### src/rtl/dac_regs_cfg.svh
`ifndef DAC_REGS_CFG_SVH
`define DAC_REGS_CFG_SVH

// ----------------------------------------------------------------------------
// Register offsets
// ----------------------------------------------------------------------------
`define DAC_OFS_LOAD_RESET_CTRL 8'h05
`define DAC_OFS_BROADCAST_CODE 8'h06
`define DAC_OFS_FAULT_SUMMARY 8'h07

// ----------------------------------------------------------------------------
// Field positions
// ----------------------------------------------------------------------------
`define DAC_PAIR_LOAD_MSB 15
`define DAC_PAIR_LOAD_LSB 8
`define DAC_SOFT_RESET_MSB 3
`define DAC_SOFT_RESET_LSB 0
`define DAC_BCAST_CODE_MSB 15
`define DAC_BCAST_CODE_LSB 4
`define DAC_ANY_SHORT_BIT 0

// ----------------------------------------------------------------------------
// Reset and fixed values
// ----------------------------------------------------------------------------
`define DAC_LOAD_RESET_CTRL_RST 16'h0000
`define DAC_BROADCAST_CODE_RST 16'h0000
`define DAC_FAULT_SUMMARY_RST 16'h4008
`define DAC_FAULT_RSVD_VALUE 15'h2004
`define DAC_SOFT_RESET_KEY 4'ha
`define DAC_CODE_RST 12'h000
`define DAC_READ_ZERO 16'h0000

`endif

### src/rtl/dac_regs_pkg.sv
`default_nettype none
package dac_regs_pkg;

  // ----------------------------------------------------------------------------
  // Types
  // ----------------------------------------------------------------------------
  typedef logic [11:0] code_t;
  typedef logic [15:0] reg_word_t;
  typedef logic [15:0] chan_mask_t;
  typedef logic [7:0] pair_mask_t;

  typedef enum logic [3:0] {
    SEL_NONE = 4'b0001,
    SEL_LOAD_RESET = 4'b0010,
    SEL_BCAST = 4'b0100,
    SEL_FAULT = 4'b1000
  } reg_sel_t;

  typedef enum logic [1:0] {
    RST_IDLE = 2'b01,
    RST_APPLY = 2'b10
  } soft_rst_state_t;

endpackage : dac_regs_pkg
`default_nettype wire

### src/rtl/dac_channel_slice.sv
`timescale 1ns/100ps
`default_nettype none
`include "dac_regs_cfg.svh"

module dac_channel_slice
  import dac_regs_pkg::*;
(
  // Clock and reset
  input wire logic i_clk,
  input wire logic i_arst_n,
  input wire logic i_soft_clr,
  // Channel controls
  input wire logic i_sync_mode,
  input wire logic i_buf_wr,
  input wire code_t i_buf_code,
  input wire logic i_load,
  input wire logic i_bcast_en,
  input wire logic i_bcast_wr,
  input wire code_t i_bcast_code,
  // Channel codes
  output code_t o_buffer_code,
  output code_t o_active_code
);

  code_t buffer_code;
  code_t active_code;
  code_t next_buffer_code;
  code_t next_active_code;
  logic take_bcast;

  // ----------------------------------------------------------------------------
  // Update selection
  // ----------------------------------------------------------------------------
  assign take_bcast = i_bcast_wr & i_bcast_en;
  assign next_buffer_code = take_bcast ? i_bcast_code :
                            i_buf_wr ? i_buf_code : buffer_code;
  // Broadcast wins; asynchronous channels follow their buffer at once
  assign next_active_code = take_bcast ? i_bcast_code :
                            (i_load & i_sync_mode) ? buffer_code :
                            (i_buf_wr & ~i_sync_mode) ? i_buf_code : active_code;

  always_ff @(posedge i_clk or negedge i_arst_n) begin
    if (!i_arst_n) begin
      buffer_code <= `DAC_CODE_RST;
      active_code <= `DAC_CODE_RST;
    end else if (i_soft_clr) begin
      buffer_code <= `DAC_CODE_RST;
      active_code <= `DAC_CODE_RST;
    end else begin
      buffer_code <= next_buffer_code;
      active_code <= next_active_code;
    end
  end

  assign o_buffer_code = buffer_code;
  assign o_active_code = active_code;

endmodule : dac_channel_slice

`default_nettype wire

### src/rtl/dac_trigger_broadcast_status_regs.sv
// Contract
// - Trigger bits 15 to 8 each select a channel pair, 15/14 down to 1/0.
// - A pair trigger moves buffer to active only on synchronous channels.
// - Zero bits do nothing; set trigger bits self-clear after the transfer.
// - Key Ah in bits 3:0 restarts the device and all registers except the short-circuit synchroniser and the answer to a read in the reset cycle.
// - The reset field clears itself as the reset runs.
// - Trigger register at 5h, reset 0000h, bits 7:4 read zero.
// - Broadcast code loads buffer and active of every broadcast-enabled channel.
// - Broadcast register at 6h, reset 0000h, code readable, bits 3:0 zero.
// - Status bit 0 is the OR of all channel short flags.
// - Status at 7h, read-only, reset 4008h, bits 15:1 read 2004h.
// - Channel short flags are held one bit per channel separately.
`timescale 1ns/100ps
`default_nettype none
`include "dac_regs_cfg.svh"

module dac_trigger_broadcast_status_regs
  import dac_regs_pkg::*;
(
  // Clock and reset
  input wire logic i_clk,
  input wire logic i_arst_n,
  // Register port
  input wire logic i_reg_wr,
  input wire logic i_reg_rd,
  input wire logic [7:0] i_reg_addr,
  input wire logic [15:0] i_reg_wdata,
  output logic [15:0] o_reg_rdata,
  output logic o_reg_rvalid,
  // Per-channel configuration
  input wire logic [15:0] i_sync_mode,
  input wire logic [15:0] i_bcast_en,
  // Per-channel buffer writes
  input wire logic [15:0] i_chan_buf_wr,
  input wire logic [11:0] i_chan_buf_code,
  // Short-circuit detectors, asynchronous
  input wire logic [15:0] i_short_detect,
  // Channel codes, channel n at bits 12n+11:12n
  output logic [191:0] o_buffer_codes,
  output logic [191:0] o_active_codes,
  // Status and device reset
  output logic [15:0] o_channel_short_flag,
  output logic o_any_channel_short_flag,
  output logic o_load_busy,
  output logic o_soft_reset
);

  // ----------------------------------------------------------------------------
  // Declarations
  // ----------------------------------------------------------------------------
  reg_sel_t reg_sel;
  soft_rst_state_t rst_state;
  soft_rst_state_t next_rst_state;
  logic wr_load_reset;
  logic wr_bcast;
  logic rd_any;
  logic key_match;
  logic soft_clr;
  pair_mask_t pair_pending;
  pair_mask_t next_pair_pending;
  pair_mask_t wr_pair_bits;
  chan_mask_t load_chan;
  code_t bcast_code;
  code_t next_bcast_code;
  code_t wr_code;
  chan_mask_t short_meta;
  chan_mask_t short_sync;
  chan_mask_t channel_short_flag;
  logic any_short;
  reg_word_t load_reset_view;
  reg_word_t bcast_view;
  reg_word_t fault_view;
  reg_word_t next_rdata;
  reg_word_t reg_rdata;
  logic reg_rvalid;
  logic hit_load_reset;
  logic hit_bcast;
  logic hit_fault;
  logic wr_any;
  logic key_write;
  logic load_busy;
  logic [3:0] wr_reset_field;
  chan_mask_t buf_wr_gated;

  // ----------------------------------------------------------------------------
  // Address decode
  // ----------------------------------------------------------------------------
  assign hit_load_reset = (i_reg_addr == `DAC_OFS_LOAD_RESET_CTRL);
  assign hit_bcast = (i_reg_addr == `DAC_OFS_BROADCAST_CODE);
  assign hit_fault = (i_reg_addr == `DAC_OFS_FAULT_SUMMARY);

  always_comb begin
    if (hit_load_reset) begin
      reg_sel = SEL_LOAD_RESET;
    end else if (hit_bcast) begin
      reg_sel = SEL_BCAST;
    end else if (hit_fault) begin
      reg_sel = SEL_FAULT;
    end else begin
      reg_sel = SEL_NONE;
    end
  end

  // ----------------------------------------------------------------------------
  // Write strobes
  // ----------------------------------------------------------------------------
  // Writes are dropped in the cycle the soft reset is applied
  assign wr_any = i_reg_wr & ~soft_clr;
  assign wr_load_reset = wr_any & (reg_sel == SEL_LOAD_RESET);
  assign wr_bcast = wr_any & (reg_sel == SEL_BCAST);
  assign rd_any = i_reg_rd & ~i_reg_wr;
  assign buf_wr_gated = i_chan_buf_wr & ~{16{soft_clr}};

  // ----------------------------------------------------------------------------
  // Write data fields
  // ----------------------------------------------------------------------------
  assign wr_pair_bits = i_reg_wdata[`DAC_PAIR_LOAD_MSB:`DAC_PAIR_LOAD_LSB];
  assign wr_reset_field = i_reg_wdata[`DAC_SOFT_RESET_MSB:`DAC_SOFT_RESET_LSB];
  assign wr_code = i_reg_wdata[`DAC_BCAST_CODE_MSB:`DAC_BCAST_CODE_LSB];

  // ----------------------------------------------------------------------------
  // Software reset sequencer
  // ----------------------------------------------------------------------------
  assign key_match = (wr_reset_field == `DAC_SOFT_RESET_KEY);
  assign key_write = wr_load_reset & key_match;

  always_comb begin
    next_rst_state = rst_state;
    case (rst_state)
      RST_IDLE: begin
        if (key_write) begin
          next_rst_state = RST_APPLY;
        end
      end
      RST_APPLY: begin
        next_rst_state = RST_IDLE;
      end
      default: begin
        next_rst_state = RST_IDLE;
      end
    endcase
  end

  always_ff @(posedge i_clk or negedge i_arst_n) begin
    if (!i_arst_n) begin
      rst_state <= RST_IDLE;
    end else begin
      rst_state <= next_rst_state;
    end
  end

  // One-cycle clear of the trigger, broadcast, channel and short flag registers; the synchroniser keeps its state
  assign soft_clr = (rst_state == RST_APPLY);

  // ----------------------------------------------------------------------------
  // Pair load triggers
  // ----------------------------------------------------------------------------
  // Pending bits live one cycle; a new write in that cycle wins over the clear
  assign next_pair_pending = wr_load_reset ? wr_pair_bits : 8'h00;

  always_ff @(posedge i_clk or negedge i_arst_n) begin
    if (!i_arst_n) begin
      pair_pending <= 8'h00;
    end else if (soft_clr) begin
      pair_pending <= 8'h00;
    end else begin
      pair_pending <= next_pair_pending;
    end
  end

  // Each pending pair bit drives both of its channels
  genvar gp;
  generate
    for (gp = 0; gp < 8; gp++) begin : g_pair
      assign load_chan[2*gp] = pair_pending[gp];
      assign load_chan[2*gp+1] = pair_pending[gp];
    end
  endgenerate

  assign load_busy = |pair_pending;

  // ----------------------------------------------------------------------------
  // Broadcast code
  // ----------------------------------------------------------------------------
  assign next_bcast_code = wr_bcast ? wr_code : bcast_code;

  always_ff @(posedge i_clk or negedge i_arst_n) begin
    if (!i_arst_n) begin
      bcast_code <= `DAC_CODE_RST;
    end else if (soft_clr) begin
      bcast_code <= `DAC_CODE_RST;
    end else begin
      bcast_code <= next_bcast_code;
    end
  end

  // ----------------------------------------------------------------------------
  // Channel registers
  // ----------------------------------------------------------------------------
  genvar gc;
  generate
    for (gc = 0; gc < 16; gc++) begin : g_chan
      dac_channel_slice u_slice (
        .i_clk(i_clk),
        .i_arst_n(i_arst_n),
        .i_soft_clr(soft_clr),
        .i_sync_mode(i_sync_mode[gc]),
        .i_buf_wr(buf_wr_gated[gc]),
        .i_buf_code(i_chan_buf_code),
        .i_load(load_chan[gc]),
        .i_bcast_en(i_bcast_en[gc]),
        .i_bcast_wr(wr_bcast),
        .i_bcast_code(wr_code),
        .o_buffer_code(o_buffer_codes[12*gc+11:12*gc]),
        .o_active_code(o_active_codes[12*gc+11:12*gc])
      );
    end
  endgenerate

  // ----------------------------------------------------------------------------
  // Short-circuit synchroniser
  // ----------------------------------------------------------------------------
  always_ff @(posedge i_clk or negedge i_arst_n) begin
    if (!i_arst_n) begin
      short_meta <= 16'h0000;
      short_sync <= 16'h0000;
    end else begin
      short_meta <= i_short_detect;
      short_sync <= short_meta;
    end
  end

  // ----------------------------------------------------------------------------
  // Channel status
  // ----------------------------------------------------------------------------
  // Separate per-channel status, one bit each
  always_ff @(posedge i_clk or negedge i_arst_n) begin
    if (!i_arst_n) begin
      channel_short_flag <= 16'h0000;
    end else if (soft_clr) begin
      channel_short_flag <= 16'h0000;
    end else begin
      channel_short_flag <= short_sync;
    end
  end

  assign any_short = |channel_short_flag;
  assign o_channel_short_flag = channel_short_flag;
  assign o_any_channel_short_flag = any_short;

  // ----------------------------------------------------------------------------
  // Read views
  // ----------------------------------------------------------------------------
  assign load_reset_view = `DAC_LOAD_RESET_CTRL_RST;
  assign bcast_view = {bcast_code, 4'h0};
  assign fault_view = {`DAC_FAULT_RSVD_VALUE, any_short};

  always_comb begin
    if (reg_sel == SEL_LOAD_RESET) begin
      next_rdata = load_reset_view;
    end else if (reg_sel == SEL_BCAST) begin
      next_rdata = bcast_view;
    end else if (reg_sel == SEL_FAULT) begin
      next_rdata = fault_view;
    end else begin
      next_rdata = `DAC_READ_ZERO;
    end
  end

  // ----------------------------------------------------------------------------
  // Read data register
  // ----------------------------------------------------------------------------
  // Answer strobe follows each accepted read by one cycle
  always_ff @(posedge i_clk or negedge i_arst_n) begin
    if (!i_arst_n) begin
      reg_rvalid <= 1'b0;
    end else begin
      reg_rvalid <= rd_any;
    end
  end

  // A read in the soft reset cycle still gets its answer
  always_ff @(posedge i_clk or negedge i_arst_n) begin
    if (!i_arst_n) begin
      reg_rdata <= `DAC_READ_ZERO;
    end else if (rd_any) begin
      reg_rdata <= next_rdata;
    end else if (soft_clr) begin
      reg_rdata <= `DAC_READ_ZERO;
    end
  end

  // ----------------------------------------------------------------------------
  // Outputs
  // ----------------------------------------------------------------------------
  assign o_reg_rdata = reg_rdata;
  assign o_reg_rvalid = reg_rvalid;
  assign o_load_busy = load_busy;
  assign o_soft_reset = soft_clr;

endmodule : dac_trigger_broadcast_status_regs

`default_nettype wire

### config.mk
export PLATFORM = sky130hd
export DESIGN_NAME = dac_trigger_broadcast_status_regs
export DESIGN_NICKNAME = d
export VERILOG_FILES = /design/src/rtl/dac_regs_pkg.sv /design/src/rtl/dac_channel_slice.sv /design/src/rtl/dac_trigger_broadcast_status_regs.sv
export VERILOG_INCLUDE_DIRS = /design/src /design/src/rtl
export SDC_FILE = /design/constraint.sdc
export NUM_CORES = 1
export LEC_CHECK = 0
export BUFFER_PORTS_ARGS = -buffer_cell sky130_fd_sc_hd__buf_2
export CORE_MARGIN = 3
export CORE_UTILIZATION = 55
export DETAILED_ROUTE_END_ITERATION = 8
export GPL_TIMING_DRIVEN = 0
export MAX_ROUTING_LAYER = met4
export PLACE_DENSITY = 0.81
export SLEW_MARGIN = 40
export SYNTH_ARGS = -nofsm -noshare
export SYNTH_HDL_FRONTEND = slang
export SYNTH_SLANG_ARGS = --single-unit
### constraint.sdc
create_clock -name i_clk -period 2.2 [get_ports i_clk]
set_clock_uncertainty 0.1 [all_clocks]
set_input_delay 0.33 -clock i_clk [delete_from_list [all_inputs] [get_ports i_clk]]
set_output_delay 0.33 -clock i_clk [all_outputs]
set_load 0.01 [all_outputs]
==> results.yml <==
critical_path:
  cp.required_ps: 1770
  cp-start-kind: "flop"
  crit_chain: "nand2b_4 -> buf_8 -> inv_8 -> buf_12 -> clkbuf_16 -> clkbuf_16 -> buf_6"
  cp_num_buf_inv: 6
  r2r-end: "g_chan[14].u_slice.o_active_code[9]"
  arrival_ps: 2080
  r2r_cells: 8
  slowest_delay_ps: 540
  critical-path-slowest-cell: "dfstp_2"
  crit_path_frequent_cell: "clkbuf_16"
  critical-path-top-delay-family: "buffers and inverters"
  cp.depth: 7
  r2r-start: "rst_state[0]"
  worst-path-max-fanout: 5
  critPathLaunch: "rst_state[0]"
  r2r_slack_ps: -270
  end_kind: "output pin"
  crit_type: "reg -> out"
power:
  peakVddDrop_mv: 0.829
  power_w: 0.0238
  leakage_nw: 15.2
  p_per_area_nw_per_um2: 780
routing:
  num_vias: 24300
  wire_per_inst_um: 31.9
  ant_nets: 0
  drt_iter0_drc: 3883
  drt-vias-per-instance: 7.01
  wirelength_um: 111000
  dr.pass1.iters: 8
  drc: 0
logic_synthesis:
  async_reset_ff_frac: 1.00
  syn_inst: 2222
  synth.most_common_cell: "dfrtp_1"
  yosysTopAreaCellShare: 0.491
  synthTopCellsByCount: "468 x dfrtp_1, 382 x mux2i_1, 190 x clkbuf_1"
  yosys_warnings: 0
  synth-edff-count: 0
  ys.flop_type: "dfrtp_1"
  synthTopCellsByArea: "dfrtp_1 49%, mux2i_1 16%, a221o_1 7.0%, a211oi_1 5.8%, nor3_1 3.3%"
  synth_cell_type_count: 44
  ys_seq_elements: 469
  syn_area_um2: 23800
  yosysSeqAreaShare: 0.492
  yosys.area.top_type: "dfrtp_1"
  avgSynthCellArea_um2: 10.7
run_status:
  violations: "negative setup slack"
  status: "complete, but fails checks"
finish:
  fin_nets: 2939
  drive_gt1_frac: 0.320
  area_growth_pct: 28.2
sta:
  finalSetupTns_ps: -28410
  timing.final.crit_period_ps: 2510
  setup_viol: 251
  post-route-period-util: 1.14
  finalHoldViolCount: 0
  rsz0062_at_grt: "yes"
  slew_headroom: 0.361
  worst_pin_slew_ps: 959
  timing.final.max_slew_violations: 0
  fmax_ghz: 0.398
  setup_ws_ps: -311
global_route:
  grt_use_total: 0.475
  grt_pass1_vias: 23400
  grt_overflow: 0
  grt_max_degree: 79
  antenna_found_initial: 13
  grt_pass1_wl_um: 157000
min_path:
  holdCritStartpoint: "i_chan_buf_wr[8]"
  hold_class: "in -> reg"
  hold_depth: 3
  hold_end: "g_chan[8].u_slice.o_buffer_code[11]"
place:
  post-dp-hpwl_um: 74000
  port_buffers: 507
  place_congestion: 1.01
clocking:
  root_buffer: "clkbuf_16"
  clk_pin_slew_ps: 60
  cts_buffers: 50
  cts_tree: "built"
  cts.sinks: 469
  clock_path_buffers: 3
  clock_latency_ps: 630
  htree_levels: 2
die:
  die_height_um: 214
  ioPinCount: 524
  die_w_um: 214
  num_rows: 75
  core-area_um2: 42400
  die_area_um2: 45900
  start_util: 0.562
flow_run:
  drv_cap: 0
==> how the worst max path moves through the flow <==
stage,end,slack [ps]
after global routing,o_soft_reset,-310
after detailed placement,o_soft_reset,-910
after global placement,g_chan[1].u_slice.o_active_code[3],-8430
after CTS,o_soft_reset,-330
after floorplan,g_chan[3].u_slice.o_active_code[8],150
final,o_soft_reset,-310
==> what timing repair did <==
action / 4_1_cts / 5_1_grt
endpoints found under the hold margin: 96 / 0
buffers inserted: 21 / 9
pin swaps: 8 / 24
resized for setup: 124 / 178
gates cloned: 1 / 2
hold buffers: 28 / 0
endpoints found under the setup margin: 439 / 375
==> cell usage in the layout, fill, tap and decap left out, types with 10 or more instances in the layout <==
cell type	n
a211oi_1	166
a211oi_2	16
a21o_1	14
a21oi_1	41
a21oi_2	11
a221o_1	167
a221oi_1	11
a22o_1	12
and2_1	27
and4_1	12
buf_1	17
buf_12	11
buf_2	557
buf_4	34
buf_6	12
clkbuf_1	106
clkbuf_16	54
clkbuf_2	61
clkbuf_4	10
clkbuf_8	12
clkinv_2	10
dfrtp_1	463
diode_2	20
dlygate4sd3_1	28
mux2_2	34
mux2i_1	382
nand2_1	74
nand2b_1	12
nand3_1	19
nand4_1	18
nor2_1	153
nor2b_1	12
nor3_1	155
o211ai_1	11
o21ai_2	10
o311a_1	11
==> cells by family (layout without fill, tap and decap cells) <==
group                  Yosys count  after routing  synth area share
AO/OA/AOI/OAI                  488            488             0.165
buffers and inverters          294            945            0.0509
flip-flops                     469            469             0.492
multiplexers                   416            416             0.176
other                            1             22          0.000157
AND/OR/NAND/NOR                554            554             0.115
==> per-stage QoR <==
step	util	area [µm²]	hold WS, ps	instances	setup slack, ps
2_1_floorplan	-	23900	-65.6	2223	146
3_3_place_gp	0.639	27100	233	3307	-8430
3_5_place_dp	0.646	27400	235	3315	-912
4_1_cts	0.705	29900	15.6	3443	-327
5_1_grt	0.720	30600	51.8	3469	-308
6_report	0.721	30600	22.7	3471	-311
==> report_power, final <==
| part | switching (W) | total [W] | internal [W] |
|---|---|---|---|
| logic | 0.00270 | 0.00453 | 0.00183 |
| clock network | 0.00373 | 0.00894 | 0.00521 |
| registers | 0.000849 | 0.0104 | 0.00951 |
| total | 0.00728 | 0.0238 | 0.0166 |
==> sequential cells by signal, summed over array words and instances (netlist names) <==
register,count
rst_state,2
o_reg_rvalid,1
g_chan.u_slice.o_buffer_code,192
bcast_code,12
o_reg_rdata,14
g_chan.u_slice.o_active_code,192
o_channel_short_flag,16
short_sync,16
short_meta,16
pair_pending,8
==> worst register-to-register path, cell delays in order, from the launching register on <==
cell and delay, ps:
dfstp_2 380, nand2b_4 190, buf_8 160, inv_8 80, buf_2 440, a21o_1 190, clkbuf_1 360, nor3_1 160
a221o_1 290
==> final cells by class <==
cell class / instances / area (µm²)
clock inverters: 19 / 270
inverters: 8 / 37.5
repair buffers: 576 / 3370
multi-input cells: 1460 / 11400
plain buffers: 270 / 1570
fillers: 3061 / 11900
clock buffers: 72 / 1430
diodes: 20 / 50.0
flip-flops and latches: 469 / 11700
well taps: 577 / 722
==> routing by layer <==
metal,vias to the layer above,part of all wire,global-route usage
met3,706,0.15,0.187
met4,0,0.089,0.319
met5,-,0,-
met2,2268,0.42,0.663
li1,9596,-,-
met1,11800,0.34,0.566
(Power assumes the default switching activity.)
